<file path="config.mk">
export PLATFORM = sky130hd
export DESIGN_NAME = pcstk_top
export DESIGN_NICKNAME = d
export VERILOG_FILES = /design/src/design/pcstk_top.v /design/src/design/pcstk_stack.v
export VERILOG_INCLUDE_DIRS = /design/src /design/src/design
export SDC_FILE = /design/constraint.sdc
export NUM_CORES = 1
export LEC_CHECK = 0
export BUFFER_PORTS_ARGS = -buffer_cell sky130_fd_sc_hd__buf_2
export CORE_AREA = 2 2 118 205
export DETAILED_ROUTE_END_ITERATION = 10
export DIE_AREA = 0 0 120 207
export GPL_TIMING_DRIVEN = 1
export PLACE_DENSITY = 0.53
export SYNTH_ARGS = -nofsm -noshare
export SYNTH_HDL_FRONTEND = slang
export SYNTH_HIERARCHICAL = 1
export SYNTH_SLANG_ARGS = --single-unit
</file>
<file path="constraint.sdc">
create_clock -name ref_clk_i -period 5.25 [get_ports ref_clk_i]
set_clock_uncertainty 0.2 [all_clocks]
set_input_delay 0 -clock ref_clk_i [delete_from_list [all_inputs] [get_ports ref_clk_i]]
set_output_delay 0 -clock ref_clk_i [all_outputs]
set_load 0.05 [all_outputs]
</file>
<file path="src/design/pcstk_consts.vh">
`ifndef PCSTK_CONSTS_VH
`define PCSTK_CONSTS_VH

// ----------------------------------------
// widths and reset values
// ----------------------------------------
`define PCSTK_PC_W 13
`define PCSTK_LOW_W 8
`define PCSTK_HIGH_W 5
`define PCSTK_BR_W 11
`define PCSTK_DEPTH 8
`define PCSTK_PTR_W 3
`define PCSTK_PC_RST 13'h0000
`define PCSTK_LATCH_RST 8'h00
`define PCSTK_PTR_RST 3'h0

// ----------------------------------------
// field positions of the upper-address latch
// ----------------------------------------
`define PCSTK_LATCH_HI_MSB 4
`define PCSTK_LATCH_PG_LSB 3

`endif

</file>
<file path="src/design/pcstk_top.v">
`include "pcstk_consts.vh"
`timescale 1ns/1ps
`default_nettype none

module pcstk_top #(
    parameter PC_W = `PCSTK_PC_W,
    parameter DEPTH = `PCSTK_DEPTH
) (
    // clock and reset
    input wire ref_clk_i,
    input wire resetn_i,
    // sequencing from the decoder, one per instruction cycle
    input wire advance_i,
    input wire call_i,
    input wire goto_i,
    input wire [`PCSTK_BR_W-1:0] branch_addr_i,
    input wire irq_vector_i,
    input wire [PC_W-1:0] vector_addr_i,
    input wire return_i,
    // software access to low byte and latch
    input wire low_wr_i,
    input wire [`PCSTK_LOW_W-1:0] low_wdata_i,
    input wire latch_wr_i,
    input wire [`PCSTK_LOW_W-1:0] latch_wdata_i,
    // state
    output reg [PC_W-1:0] pc_o,
    output reg [`PCSTK_LOW_W-1:0] counter_low_byte_o,
    output reg [`PCSTK_LOW_W-1:0] upper_address_latch_o
);
    // ----------------------------------------
    // reset release
    // ----------------------------------------
    reg [1:0] rst_sync_r;
    wire rst_n;
    always @(posedge ref_clk_i or negedge resetn_i) begin
        if (!resetn_i) begin
            rst_sync_r <= 2'b00;
        end else begin
            rst_sync_r <= {rst_sync_r[0], 1'b1};
        end
    end
    assign rst_n = rst_sync_r[1];

    // ----------------------------------------
    // next counter
    // ----------------------------------------
    wire [PC_W-1:0] stack_top;
    wire push;
    wire pop;
    reg [PC_W-1:0] pc_nxt;

    // ----------------------------------------
    // target helpers
    // ----------------------------------------
    // absolute branch: page bits from the latch, offset from the opcode
    function [PC_W-1:0] branch_target;
        input [`PCSTK_LOW_W-1:0] latch;
        input [`PCSTK_BR_W-1:0] addr;
        begin
            branch_target = {latch[`PCSTK_LATCH_HI_MSB:`PCSTK_LATCH_PG_LSB], addr};
        end
    endfunction

    // whole high part from the latch, so a table offset that runs past
    // a 256-word block wraps inside it rather than carrying upward
    function [PC_W-1:0] low_target;
        input [`PCSTK_LOW_W-1:0] latch;
        input [`PCSTK_LOW_W-1:0] low;
        begin
            low_target = {latch[`PCSTK_HIGH_W-1:0], low};
        end
    endfunction

    // sequential step; the 8K space wraps from its top word to zero
    function [PC_W-1:0] pc_step;
        input [PC_W-1:0] pc;
        begin
            pc_step = pc + {{(PC_W-1){1'b0}}, 1'b1};
        end
    endfunction

    // interrupt vectoring takes priority over the instruction's own flow;
    // a call that loses to a return must not push, or the stack drifts
    assign push = irq_vector_i | (call_i & ~return_i);
    assign pop = return_i & ~irq_vector_i;

    always @* begin
        pc_nxt = pc_o;
        if (irq_vector_i) begin
            pc_nxt = vector_addr_i;
        end else if (return_i) begin
            pc_nxt = stack_top;
        end else if (call_i | goto_i) begin
            // page from latch, offset within 2K page
            pc_nxt = branch_target(upper_address_latch_o, branch_addr_i);
        end else if (low_wr_i) begin
            // computed branch: no carry from low byte, high from latch
            pc_nxt = low_target(upper_address_latch_o, low_wdata_i);
        end else if (advance_i) begin
            pc_nxt = pc_step(pc_o);
        end
    end

    // ----------------------------------------
    // registers
    // ----------------------------------------
    always @(posedge ref_clk_i or negedge rst_n) begin
        if (!rst_n) begin
            pc_o <= `PCSTK_PC_RST;
            counter_low_byte_o <= 8'h00;
        end else begin
            pc_o <= pc_nxt;
            counter_low_byte_o <= pc_nxt[`PCSTK_LOW_W-1:0];
        end
    end

    // latch written only by software, never by stack traffic
    always @(posedge ref_clk_i or negedge rst_n) begin
        if (!rst_n) begin
            upper_address_latch_o <= `PCSTK_LATCH_RST;
        end else if (latch_wr_i) begin
            upper_address_latch_o <= latch_wdata_i;
        end
    end

    // stack pointer has no port at all
    pcstk_stack #(
        .WIDTH(PC_W),
        .DEPTH(DEPTH),
        .PTR_W(`PCSTK_PTR_W)
    ) u_stack (
        .clk_i(ref_clk_i),
        .rst_n_i(rst_n),
        .push_i(push),
        .pop_i(pop),
        .push_data_i(pc_o),
        .top_o(stack_top)
    );
endmodule

`default_nettype wire

</file>
<file path="src/design/pcstk_stack.v">
`timescale 1ns/1ps
`default_nettype none

// ----------------------------------------
// circular return-address stack
// ----------------------------------------
module pcstk_stack #(
    parameter WIDTH = 13,
    parameter DEPTH = 8,
    parameter PTR_W = 3
) (
    // clock and reset
    input wire clk_i,
    input wire rst_n_i,
    // operations
    input wire push_i,
    input wire pop_i,
    input wire [WIDTH-1:0] push_data_i,
    // top entry
    output wire [WIDTH-1:0] top_o
);
    reg [WIDTH-1:0] mem_r [0:DEPTH-1];
    reg [PTR_W-1:0] ptr_r;
    wire [PTR_W-1:0] ptr_dec;
    integer k;

    // pointer names the next free slot; top is one below
    assign ptr_dec = ptr_r - {{(PTR_W-1){1'b0}}, 1'b1};
    assign top_o = mem_r[ptr_dec];

    // pointer wraps mod depth, no overflow or underflow flag
    always @(posedge clk_i or negedge rst_n_i) begin
        if (!rst_n_i) begin
            ptr_r <= {PTR_W{1'b0}};
        end else if (push_i) begin
            ptr_r <= ptr_r + {{(PTR_W-1){1'b0}}, 1'b1};
        end else if (pop_i) begin
            ptr_r <= ptr_dec;
        end
    end

    // ninth push lands on the first slot again
    always @(posedge clk_i or negedge rst_n_i) begin
        if (!rst_n_i) begin
            for (k = 0; k < DEPTH; k = k + 1) begin
                mem_r[k] <= {WIDTH{1'b0}};
            end
        end else if (push_i) begin
            mem_r[ptr_r] <= push_data_i;
        end
    end
endmodule

`default_nettype wire

</file>
======== After elaboration in Yosys (flattened, before gate mapping) ========
Index checks and enable logic that the tools add are counted.
Widths: inputs -> output; s select.
word-level totals
  input port bits ......................... 49
  flip-flop bits (word level) ............. 130
cells by class
  bitwise operators ....................... 8
  multiplexer cells ....................... 13
  magnitude comparators ................... 3
  reductions and logical operators ........ 3
  $add $sub $neg .......................... 3
operators by type and width
  operator               number
  $bwmux 104             1
  $mux 13                8
  $bmux 13 s3            1
  $demux 13 s3           1
  $add 13x1->13 const B  1
  $ge 4x4->1 const B     2
  $not 3->4              2
  $mux 3                 2
  $reduce_bool 5->1      1
  $lt 4x1->1 const B     1
  $add 3x1->3 const B    1
  $sub 3x1->3 const B    1
  $and 1x1->1            2
  $not 1->1              2
  $or 1x1->1             2
  $reduce_bool 2->1      1
  $logic_and 1x1->1      1

======== Depth between registers and ports, before layout ========
Gate-level depths: netlist (run 1).
  word-level depth ........................ 7
  depth in mapped cells ................... 13

======== By module ========
Netlist (run 1), hierarchy kept.
by module, submodules not included
  module       area an instance (µm²)  times used  cells an instance  sequential area each (µm²)
  pcstk_stack  5131.2                  1           382                2677.6
  pcstk_top    1725.4                  1           187                575.6

======== Worst setup path after synthesis (run 1) ========
Ideal clock, no wire load.
  kind .................................... register to register
  from .................................... reg u_stack.ptr_r[0]
  to ...................................... reg pc_o[9]
  period minus slack after synthesis ...... 3.180 ns
  required time ........................... 4.926 ns
  setup time .............................. 0.124 ns
  arrival time ............................ 2.856 ns
  path slack .............................. 2.070 ns
  cell stages (with the launch flop) ...... 13
  cell sequence ........................... dfrtp_1 > inv_1 > buf_2 > clkbuf_1 > ha_1 > xor2_1 > clkbuf_1 > nand3_1 > and4_1 > nor3b_1 > a2111oi_0 > o311a_1 > a211o_1
between the ends
  longest elaborated chain between the ends .. 7
ends and longest elaborated chain
  element                                      RTL line          source
  start: declaration                           pcstk_stack.v:23  reg [PTR_W-1:0] ptr_r;
  start signal: assignment                     pcstk_stack.v:34  ptr_r <= {PTR_W{1'b0}};
  start signal: assignment                     pcstk_stack.v:36  ptr_r <= ptr_r + {{(PTR_W-1){1'b0}}, 1'b1};
  start signal: assignment                     pcstk_stack.v:38  ptr_r <= ptr_dec;
  $sub 3x1->3                                  pcstk_stack.v:28  assign ptr_dec = ptr_r - {{(PTR_W-1){1'b0}}, 1'b1};
  via u_stack.ptr_dec[0]                       pcstk_stack.v:24  wire [PTR_W-1:0] ptr_dec;
  $not 3->4 (implied by the code)              pcstk_stack.v:29  assign top_o = mem_r[ptr_dec];
  $bmux 13 s3                                  pcstk_stack.v:29
  $mux 13 (implied by the code) (2 in series)  pcstk_stack.v:29
  via stack_top[9]                             pcstk_top.v:47    wire [PC_W-1:0] stack_top;
  $mux 13                                      pcstk_top.v:91    end else if (return_i) begin
  $mux 13                                      pcstk_top.v:89    if (irq_vector_i) begin
  end signal: assignment                       pcstk_top.v:109   pc_o <= `PCSTK_PC_RST;
  end signal: assignment                       pcstk_top.v:112   pc_o <= pc_nxt;
  end: declaration                             pcstk_top.v:26    output reg [PC_W-1:0] pc_o,
The timed path passes the listed nets, and every way through them passes these cells. The select of a mux whose other input is x is not followed.
A chain may end at the register's enable or synchronous reset.

======== Final worst setup path (run 1) ========
  from .................................... reg u_stack.ptr_r[1]
  to ...................................... reg counter_low_byte_o[3]
between the ends
  longest elaborated chain between the ends .. 7
ends and longest elaborated chain
  element                                      RTL line          source
  $sub 3x1->3                                  pcstk_stack.v:28
  $not 3->4 (implied by the code)              pcstk_stack.v:29
  $bmux 13 s3                                  pcstk_stack.v:29
  $mux 13 (implied by the code) (2 in series)  pcstk_stack.v:29
  via stack_top[3]                             pcstk_top.v:47
  $mux 13                                      pcstk_top.v:91
  $mux 13                                      pcstk_top.v:89
  end signal: assignment                       pcstk_top.v:113   counter_low_byte_o <= pc_nxt[`PCSTK_LOW_W-1:0];
  end: declaration                             pcstk_top.v:27    output reg [`PCSTK_LOW_W-1:0] counter_low_byte_o,
The timed path passes the listed nets, and every way through them passes these cells. The select of a mux whose other input is x is not followed.

==> qor.txt, run 1 <==
crit path DAT: 4.39 ns
status: finished clean
CTS Sinks: 130
grt total ovfl: 0
Period minus WS final: 4.30 ns
Main synth FF type: dfrtp_1
detailed placement HPWL: 13600 um
largest net degree at the start of global routing: 70
final slew viol count: 0
power density over the cells: 686 nW/um^2
DR iter-0 viols: 366
layout cells sized above 1: 36.8%
pre-CTS WS: 1.93 ns
critical path peak fanout: 17
Synth Cell Area: 6860 sq um
CP required: 5.34 ns
static leakage: 3.70 nW
Clock Tree Buf Depth: 2
Die X: 120 um
# Max-Cap Violations: 0
Switching Share: 41.4%
Final ANT Viol Nets: 0
DRC viols: 0
FFs w/ async S/R, synth: 100%
kind of critical path: flip-flop to flip-flop
Routability Congestion: 0.809
f_max: 0.233 GHz
synth warn: 6
postcts setup bufs: 0
CP Launch Type: flip-flop
Vias per Instance: 5.11
per-cell routed wire length: 20.1 um
synth unique cells: 63
P_sw: 0.00242 W
Worst Hold Class: primary input to flip-flop
core box area: 23200 sq um
setup ws final: 0.953 ns
post-layout util: 36.7%
Internal Power: 0.00343 W
Initial Util: 29.5%
die area: 24800 sq um
Synth Instances: 569
CTS tree: done
Cell Area, Placed: 7440 sq um
worst vdd ir: 262 uV
I/O Buffers: 77
vias in the first global route: 5668
Post-synth EDFFs: 0
Avg Cell Area, Syn: 12.1 sq um
DR vias: 5070
Gate power share: 47.4%
max_slew headroom: 28.2%
#FFs+latches synth: 130
I/O Pins: 78
initial antenna violation count: 0
Worst Hold Path Cells: 4
RSZ-0062 raised after global routing: no
global-route wire length before repair: 31700 um
Cell Rows: 74
Synth Net Count: 621
Design Area, Final: 8530 sq um
total track usage: 16.7%
final setup vio count: 0
drt pass-1 iters: 5
slew of the pin with the lowest slew margin: 1.08 ns
Reg clk slew, reported paths: 0.06 ns
Num CTS Buffers: 17
post-CTS resize count: 0
Clk Latency, worst-skew pair: 0.42 ns
total power: 0.00585 W
ANT cells: 0
clock power share: 19.9%
setup TNS after final layout: 0 ns
Syn-to-layout area delta: 24.3%
Final Hold Viols: 0
Clock H-tree levels: 4
die height: 207 um
Reg2Reg Depth: 11
CP endpoint kind: flip-flop
Flop pwr share: 32.7%
Nets: 727
post-synthesis sequential area ratio: 47.4%
final worst path period share: 81.8%
FILL cells: 2234
root buffer cell: clkbuf_16
Total Routed Length: 19900 um
## sequential cells by signal (all words and copies together), names as in the netlist
signal / count
pc_o: 5
upper_address_latch_o: 8
rst_sync_r: 2
counter_low_byte_o: 8
u_stack/mem_r: 104
u_stack/ptr_r: 3
## layer usage
| metal | routed length, um | vias up | track usage [%] |
|---|---|---|---|
| li1 | - | 2320 | - |
| met1 | 7690 | 2576 | 18.3 |
| met2 | 11000 | 131 | 30.5 |
| met3 | 479 | 43 | 2.53 |
| met4 | 784 | 0 | 8.44 |
| met5 | 0 | - | 0 |
## final timing paths
| path | startpoint | slack [ns] | to |
|---|---|---|---|
| worst min register to register | rst_sync_r[0]$_DFF_PN0_ | 0.16 | rst_sync_r[1]$_DFF_PN0_ |
| worst min-delay path | low_wr_i | 0.04 | pc_o[9]$_DFFE_PN0P_ |
| min in group asynchronous | rst_sync_r[1]$_DFF_PN0_ | 0.22 | u_stack/mem_r[57]$_DFFE_PN0P_ |
| worst max-delay path | u_stack/ptr_r[1]$_DFFE_PN0P_ | 0.95 | counter_low_byte_o[3]$_DFFE_PN0P_ |
| worst max register to register | u_stack/ptr_r[1]$_DFFE_PN0P_ | 0.95 | counter_low_byte_o[3]$_DFFE_PN0P_ |
| max in group asynchronous | rst_sync_r[1]$_DFF_PN0_ | 3.19 | u_stack/mem_r[68]$_DFFE_PN0P_ |
## kinds of logic (layout without fill, tap and decap cells)
family,Yosys count,count (layout),synth area share [%]
other,1,1,0.0547
muxes,166,166,27.4
adders and majority gates,3,3,0.548
and+or+nand+nor,136,136,11.4
DFF,130,130,47.4
xor gates and xnor gates,7,7,0.894
buffers and inverters,58,177,4.89
AOI/OAI and AO/OA,68,68,7.41
## synth_stat cells, types with 4 or more instances
library cell  count  area, sq um
a211oi_1          5         37.5
a21oi_1          10         50.1
and4_1           16          140
buf_1             4         15.0
buf_2            18         90.1
buf_4            11         82.6
buf_6             7         78.8
clkbuf_1          8         30.0
dfrtp_1         130         3250
inv_1             7         26.3
mux2_2           92         1040
mux2_4           20          300
mux2i_1          54          541
nand2_1          15         56.3
nand2b_1          5         31.3
nand3_1          57          285
nand4_1           6         37.5
nor2_1            9         33.8
nor3_1            7         35.0
o21ai_0          11         55.1
o22ai_1           5         31.3
o31ai_1           5         37.5
xnor2_1           4         35.0
## placed cells by master (no fill, tap or decap), types with 10 or more instances in the layout
cell and n:
clkbuf_16 17, nand3_1 57, o21ai_0 11, dfrtp_1 129
buf_2 77, a21oi_1 10, mux2_2 92, mux2_4 20
dlygate4sd3_1 50, mux2i_1 54, nand2_1 15, and4_1 16
## power groups by stage
stage / Clock (W) / Combinational (W) / Sequential, W
global placement: 0 / 0.00266 / 0.00191
global route: 0.00124 / 0.00296 / 0.00199
CTS: 0.00119 / 0.00279 / 0.00192
floorplan: 0 / 0.00193 / 0.00191
finish: 0.00116 / 0.00278 / 0.00191
detailed placement: 0 / 0.00270 / 0.00194
## metrics by stage
| step | hold slack, ns | instances |
|---|---|---|
| floorplan | -0.496 | 569 |
| global placement | -0.416 | 910 |
| detailed placement | -0.414 | 910 |
| CTS | 0.00961 | 992 |
| global route | 0.0690 | 992 |
| finish | 0.0365 | 992 |
## worst max-delay path: stages, from the launching register on
cell	delay (ns)
dfrtp_1	0.56
inv_2	0.12
ha_2	0.67
buf_4	0.40
mux2i_1	0.33
nand3_1	0.11
and4_1	0.22
nor2_1	0.13
o31ai_1	0.09
dlygate4sd3_1	0.57
a22o_2	0.20
dlygate4sd3_1	0.55
## what timing repair did
action / CTS / global route
hold buffers: 50 / 0
setup endpoints to repair: 0 / 0
endpoints found under the hold margin: 23 / 0
## area by class of cell
cell class                      count  area [sq um]  share of cell area, %
Clock buffer                       18           439                   5.15
Tap cell                          304           380                   4.46
Multi-Input combinational cell    381          3320                   38.9
Timing Repair Buffer              136           953                   11.2
Clock inverter                     14           143                   1.67
Inverter                            9          33.8                  0.396
Sequential cell                   130          3260                   38.2
Power figures use the tool's default switching activity.
==> run 2, diff against run 1 <==
Settings changed: PLACE_DENSITY 0.53 to 0.55.
Clock period 5.25 ns to 3.4 ns, I/O delays scaled along.
==> run 2 against run 1 <==
Net effect: non-clock buffer count rose by 13; sequential cell count stayed put; sequential power rose by 51%; design area increased by 1.6%; worst setup slack worse by 0.83 ns; global-route usage about the same; routed wire length grew 0.11%; critical path type unchanged.
==> qor.txt, run 2 (synthesis gave the netlist of run 1 again) <==
ANT cells: 0 (unchanged)
core box area: 23200 sq um (unchanged)
max_slew headroom: 31.4% (+3.3 points)
initial antenna violation count: 0 (unchanged)
RSZ-0062 raised after global routing: no
power density over the cells: 1050 nW/um^2 (+53%)
crit path cell chain: inv_2 -> ha_4 -> xor2_2 -> buf_4 -> nand3_1 -> and4_1 -> o22a_1 -> a31oi_4 -> o22ai_2 -> dlygate4sd3_1
Vias per Instance: 5.13 (+0.42%)
Cell Rows: 74 (unchanged)
kind of critical path: flip-flop to flip-flop
postcts setup bufs: 0 (unchanged)
Syn-to-layout area delta: 26.3%
crit-path max cell delay: 0.56 ns (-0.11 ns)
die area: 24800 sq um (unchanged)
Num CTS Buffers: 17 (unchanged)
CTS tree: done
vias in the first global route: 5469 (-3.5%)
DR vias: 5158 (+1.7%)
FILL cells: 2258 (+1.1%)
final slew viol count: 0 (unchanged)
max FFs per register: 104 (unchanged)
DR iter-0 viols: 316 (-14%)
CP required: 3.51 ns (-1.83 ns)
crit path DAT: 3.38 ns (-1.01 ns)
top cell family by delay on the critical path: buffers and inverters
clock power share: 20.3% (+0.4 points)
largest net degree at the start of global routing: 62 (-11%)
# Max-Cap Violations: 0 (unchanged)
detailed placement HPWL: 13400 um (-1.6%)
P_sw: 0.00365 W (+51%)
Top Registers: u_stack/mem_r (104), counter_low_byte_o (8), upper_address_latch_o (8)
f_max: 0.306 GHz (+31%)
Die X: 120 um (unchanged)
Biggest register: u_stack/mem_r
Total Routed Length: 20000 um (+0.11%)
CP Launch Type: flip-flop
Clock Tree Buf Depth: 2 (unchanged)
Routability Congestion: 0.883 (+9.2%)
root buffer cell: clkbuf_16
Final ANT Viol Nets: 0 (unchanged)
drt pass-1 iters: 4 (-1)
Switching Share: 40.1% (-1.2 points)
total power: 0.00909 W (+55%)
global-route wire length before repair: 31400 um (-0.72%)
Worst Hold Class: primary input to flip-flop
final setup vio count: 0 (unchanged)
final worst path period share: 96.3% (+14 points)
die height: 207 um (unchanged)
Clock H-tree levels: 4 (unchanged)
layout cells sized above 1: 37.4% (+0.60 points)
CTS Sinks: 130 (unchanged)
Internal Power: 0.00545 W (+59%)
Bufs and invs on worst path: 3 (-1)
Reg clk slew, reported paths: 0.06 ns (about the same)
Final Hold Viols: 0 (unchanged)
Flop pwr share: 31.8% (-0.9 points)
setup TNS after final layout: 0 ns (unchanged)
Period minus WS final: 3.27 ns (-1.02 ns)
per-cell routed wire length: 19.9 um (-1.2%)
most frequent cells in the layout: dfrtp_1, mux2_2, buf_2, nand3_1, mux2i_1
static leakage: 3.77 nW (+1.8%)
slowest CP cell: dlygate4sd3_1
worst vdd ir: 486 uV (+85%)
grt total ovfl: 0 (unchanged)
critical path peak fanout: 14 (-3)
status: finished clean
Clk Latency, worst-skew pair: 0.43 ns (about the same)
DRC viols: 0 (unchanged)
Gate power share: 47.9% (+0.5 points)
CP endpoint kind: flip-flop
total track usage: 16.6% (-0.020 points)
Nets: 740 (+1.8%)
Initial Util: 29.5% (unchanged)
most common cell after layout, fill and taps aside: dfrtp_1
I/O Buffers: 77 (unchanged)
slew of the pin with the lowest slew margin: 1.03 ns (-0.0490 ns)
I/O Pins: 78 (unchanged)
## run 2: cell types whose count changed in the layout (fill, tap and decap cells not counted), sizes merged
| cell | before | now |
|---|---|---|
| inv | 16 | 10 |
| dlygate4sd3 | 50 | 53 |
| clkbuf | 18 | 21 |
| clkinvlp | 2 | 4 |
| buf | 86 | 96 |
| bufinv | 1 | 2 |
## run 2: power by group through the flow
stage               combinational [W]  sequential, W  clock [W]
floorplan                     0.00297        0.00294          0
global placement              0.00422        0.00291          0
detailed placement            0.00426        0.00291          0
CTS                           0.00437        0.00289    0.00188
global route                  0.00469        0.00299    0.00194
finish                        0.00436        0.00289    0.00185
## run 2: path summary, 6_finish.rpt
kind	start	to	slack, ns	cells past startpoint
worst max-delay path	u_stack/ptr_r[1]$_DFFE_PN0P_	pc_o[8]$_DFFE_PN0P_	0.13	10
worst max register to register	u_stack/ptr_r[1]$_DFFE_PN0P_	pc_o[8]$_DFFE_PN0P_	0.13	10
min in group asynchronous	rst_sync_r[1]$_DFF_PN0_	u_stack/mem_r[20]$_DFFE_PN0P_	0.09	0
max in group asynchronous	rst_sync_r[1]$_DFF_PN0_	u_stack/mem_r[24]$_DFFE_PN0P_	2.08	1
worst min-delay path	call_i	u_stack/ptr_r[1]$_DFFE_PN0P_	0.04	4
worst min register to register	rst_sync_r[1]$_DFF_PN0_	u_stack/mem_r[20]$_DFFE_PN0P_	0.09	0
## run 2: layer usage
layer | vias to the layer above | global-route usage (%) | wire length [um]
met2 | 108 | 29.9 | 10700
met4 | 0 | 8.24 | 830
met3 | 45 | 2.92 | 523
met5 | - | 0 | 0
li1 | 2338 | - | -
met1 | 2667 | 18.6 | 7940
## run 2: layout make-up
class | count | area (sq um) | area share, %
clock buffer | 21 | 470 | 5.43
clock inverter | 11 | 126 | 1.46
inverter | 9 | 33.8 | 0.390
multi-input combinational | 381 | 3310 | 38.2
sequential | 130 | 3260 | 37.6
tap | 304 | 380 | 4.39
timing repair buffer | 149 | 1080 | 12.5
## run 2: worst register-to-register path: cells and delay by family (launching register included)
kind	cells	cell delay (ns)
AOI/OAI and AO/OA	3	0.47
DFF	1	0.51
buffers and inverters	3	1.00
and+or+nand+nor	2	0.34
xor gates and xnor gates	1	0.44
adders and majority gates	1	0.20
## run 2: through the flow
step | cell area (sq um) | worst slack (ns) | util [%] | hold WS (ns) | instances
finish | 8660 | 0.127 | 37.3 | 0.0440 | 1005
global route | 8660 | 0.0240 | 37.3 | 0.0521 | 1005
CTS | 8650 | 0.00673 | 37.2 | 0.0164 | 1005
detailed placement | 7520 | 0.439 | 32.4 | -0.414 | 920
global placement | 7520 | 0.475 | 32.4 | -0.415 | 920
floorplan | 6860 | 0.220 | - | -0.496 | 569
## run 2: what timing repair did
| action | in CTS | in global routing |
|---|---|---|
| hold endpoints to repair | 23 | 0 |
| gates resized for setup | 0 | 1 |
| hold buffers | 53 | 0 |
| setup endpoints to repair | 0 | 6 |
==> run 3, diff against run 2 <==
Settings changed: SETUP_SLACK_MARGIN from default to 0.4, SLEW_MARGIN from default to 20.
==> run 3 against run 2 <==
Net effect: power is 1.5% lower; sequential cell count stayed put; non-clock buffer count is 4 higher; fmax is 17% higher; combinational power is 2% lower; worst hold slack worse by 0.013 ns; sequential share of layout area hardly changed; core utilization hardly changed; sequential power is 1% higher; design area hardly changed; routed wire length is 0.78% higher; critical path type unchanged; largest cell class unchanged; highest routed layer unchanged.
==> qor.txt, run 3 (synthesis gave the netlist of run 1 again) <==
Clock Tree Buf Depth: 2 (unchanged)
crit-path max cell delay: 0.45 ns (-0.11 ns)
crit path cell chain: inv_2 -> ha_2 -> buf_12 -> mux2i_1 -> nand3_1 -> and4_1 -> o22a_1 -> a31oi_4 -> o22ai_2
layout cells sized above 1: 36.7% (-0.64 points)
slowest CP cell: dfrtp_2
Initial Util: 29.5% (unchanged)
kind of critical path: flip-flop to flip-flop
CTS Sinks: 130 (unchanged)
CTS tree: done
total track usage: 16.6% (about the same)
Hold Startpoint: low_wr_i
CP Launch Type: flip-flop
Num CTS Buffers: 17 (unchanged)
Design Area, Final: 8660 sq um (about the same)
root buffer cell: clkbuf_16
status: finished clean
Finished Layout Cells: 1009 (+0.40%)
R2R Setup Slk: 0.60 ns (+0.48 ns)
global-route wire length before repair: 31400 um (about the same)
Worst Hold Class: primary input to flip-flop
FILL cells: 2265 (+0.31%)
DR iter-0 viols: 228 (-28%)
final slew viol count: 0 (unchanged)
end of the worst register-to-register path: pc_o[8]$_DFFE_PN0P_
I/O Buffers: 77 (unchanged)
Syn-to-layout area delta: 26.3% (about the same)
worst vdd ir: 395 uV (-19%)
max_slew headroom: 28.6% (-2.9 points)
initial antenna violation count: 0 (unchanged)
global route hottest layer: met2
Period minus WS final: 2.80 ns (-0.477 ns)
DRC viols: 0 (unchanged)
I/O Pins: 78 (unchanged)
Cell Area, Placed: 7510 sq um (-0.20%)
slew of the pin with the lowest slew margin: 1.07 ns (+0.0429 ns)
Reg clk slew, reported paths: 0.06 ns (about the same)
Vias per Instance: 5.04 (-1.8%)
final worst path period share: 82.2% (-14 points)
r2r startpoint: u_stack/ptr_r[1]$_DFFE_PN0P_
Routability Congestion: 0.765 (-13%)
Die X: 120 um (unchanged)
DR vias: 5085 (-1.4%)
power density over the cells: 1030 nW/um^2 (-1.5%)
die height: 207 um (unchanged)
Reg2Reg Depth: 9 (-1)
Inst Count DP: 918 (-0.22%)
CP required: 3.50 ns (about the same)
# Max-Cap Violations: 0 (unchanged)
Clock H-tree levels: 4 (unchanged)
CP endpoint kind: flip-flop
die area: 24800 sq um (unchanged)
vias in the first global route: 5406 (-1.2%)
grt met3 use: 2.06% (-0.85 points)
GR Layer Usage met2: 30.9% (+1.0 points)
grt total ovfl: 0 (unchanged)
ANT cells: 0 (unchanged)
per-cell routed wire length: 19.9 um (+0.38%)
max FFs per register: 104 (unchanged)
critical path peak fanout: 38 (+24)
global routing usage on met1: 18.8% (+0.26 points)
Total Routed Length: 20100 um (+0.78%)
Worst Hold Path Cells: 4 (unchanged)
f_max: 0.358 GHz (+17%)
Biggest register: u_stack/mem_r
total power: 0.00895 W (-1.5%)
most common cell after layout, fill and taps aside: dfrtp_1
Nets: 744 (+0.54%)
postcts setup bufs: 0 (unchanged)
Clk Latency, worst-skew pair: 0.42 ns (about the same)
Top Registers: u_stack/mem_r (104), counter_low_byte_o (8), upper_address_latch_o (8)
final setup vio count: 0 (unchanged)
setup TNS after final layout: 0 ns (unchanged)
drt pass-1 iters: 4 (unchanged)
Final Hold Viols: 0 (unchanged)
largest net degree at the start of global routing: 97 (+56%)
core box area: 23200 sq um (unchanged)
crit path DAT: 2.89 ns (-0.49 ns)
RSZ-0062 raised after global routing: no
static leakage: 3.77 nW (+0.14%)
most frequent cells in the layout: dfrtp_1, mux2_2, buf_2, dlygate4sd3_1, nand3_1
detailed placement HPWL: 13500 um (+0.97%)
Cell Rows: 74 (unchanged)
Final ANT Viol Nets: 0 (unchanged)
Hold Path Sink: pc_o[9]$_DFFE_PN0P_
## run 3: cell types whose count changed in the layout (fill, tap and decap cells not counted), sizes merged
| cell | delta |
|---|---|
| clkinvlp | -1 |
| inv | -2 |
| dlygate4sd3 | +6 |
| clkbuf | +2 |
| bufinv | -1 |
| buf | -2 |
| clkinv | +2 |
## run 3: how the worst max path moves through the flow
| stage | slack (ns) | start | to | cells past startpoint |
|---|---|---|---|---|
| after global routing | 0.44 | u_stack/ptr_r[1]$_DFFE_PN0P_ | pc_o[11]$_DFFE_PN0P_ | 10 |
| after detailed placement | 0.50 | u_stack/ptr_r[1]$_DFFE_PN0P_ | pc_o[8]$_DFFE_PN0P_ | 9 |
| after global placement | 0.54 | u_stack/ptr_r[1]$_DFFE_PN0P_ | pc_o[8]$_DFFE_PN0P_ | 9 |
| after CTS | 0.49 | u_stack/ptr_r[1]$_DFFE_PN0P_ | pc_o[8]$_DFFE_PN0P_ | 9 |
| after floorplan | 0.41 | u_stack/ptr_r[0]$_DFFE_PN0P_ | pc_o[9]$_DFFE_PN0P_ | 13 |
| final | 0.60 | u_stack/ptr_r[1]$_DFFE_PN0P_ | pc_o[8]$_DFFE_PN0P_ | 9 |
## run 3: per-layer routing
layer | routed length, um | vias up
met5 | 0 | -
met4 | 482 | 0
met3 | 343 | 26
met2 | 11200 | 84
met1 | 8090 | 2623
li1 | - | 2352
## run 3: cell type report
type | count | area (sq um) | share of cell area [%]
Timing Repair Buffer | 153 | 1130 | 13.0
Tap cell | 304 | 380 | 4.39
Clock buffer | 23 | 478 | 5.52
Sequential cell | 130 | 3260 | 37.6
Multi-Input combinational cell | 381 | 3300 | 38.1
Clock inverter | 9 | 81.3 | 0.939
Inverter | 9 | 33.8 | 0.390
## run 3: repair_timing
action | in CTS | in global routing
endpoints found under the hold margin | 23 | 0
hold buffers | 59 | 0
gates resized for setup | 0 | 1
endpoints found under the setup margin | 0 | 2
## run 3: worst max-delay path: cells and delay by family (launching register included)
kind / cells / cell delay [ns]
compound gates: 3 / 0.47
flops: 1 / 0.45
fa+ha+maj: 1 / 0.44
mux: 1 / 0.39
buf+inv: 2 / 0.36
simple gates: 2 / 0.31
## run 3: power by group
group / total (W) / switching (W) / leakage, nW / internal [W]
combinational: 0.00429 / 0.00231 / 1.98 / 0.00197
sequential: 0.00293 / 0.000659 / 1.52 / 0.00227
clock: 0.00173 / 0.000675 / 0.269 / 0.00106
total: 0.00895 / 0.00365 / 3.77 / 0.00531
## run 3: through the flow
| stage | hold slack, ns | setup slack (ns) | util [%] |
|---|---|---|---|
| floorplan | -0.496 | 0.406 | - |
| global placement | -0.414 | 0.536 | 32.3 |
| detailed placement | -0.410 | 0.496 | 32.3 |
| CTS | 0.00765 | 0.491 | 37.3 |
| global route | 0.0512 | 0.437 | 37.3 |
| finish | 0.0308 | 0.604 | 37.3 |
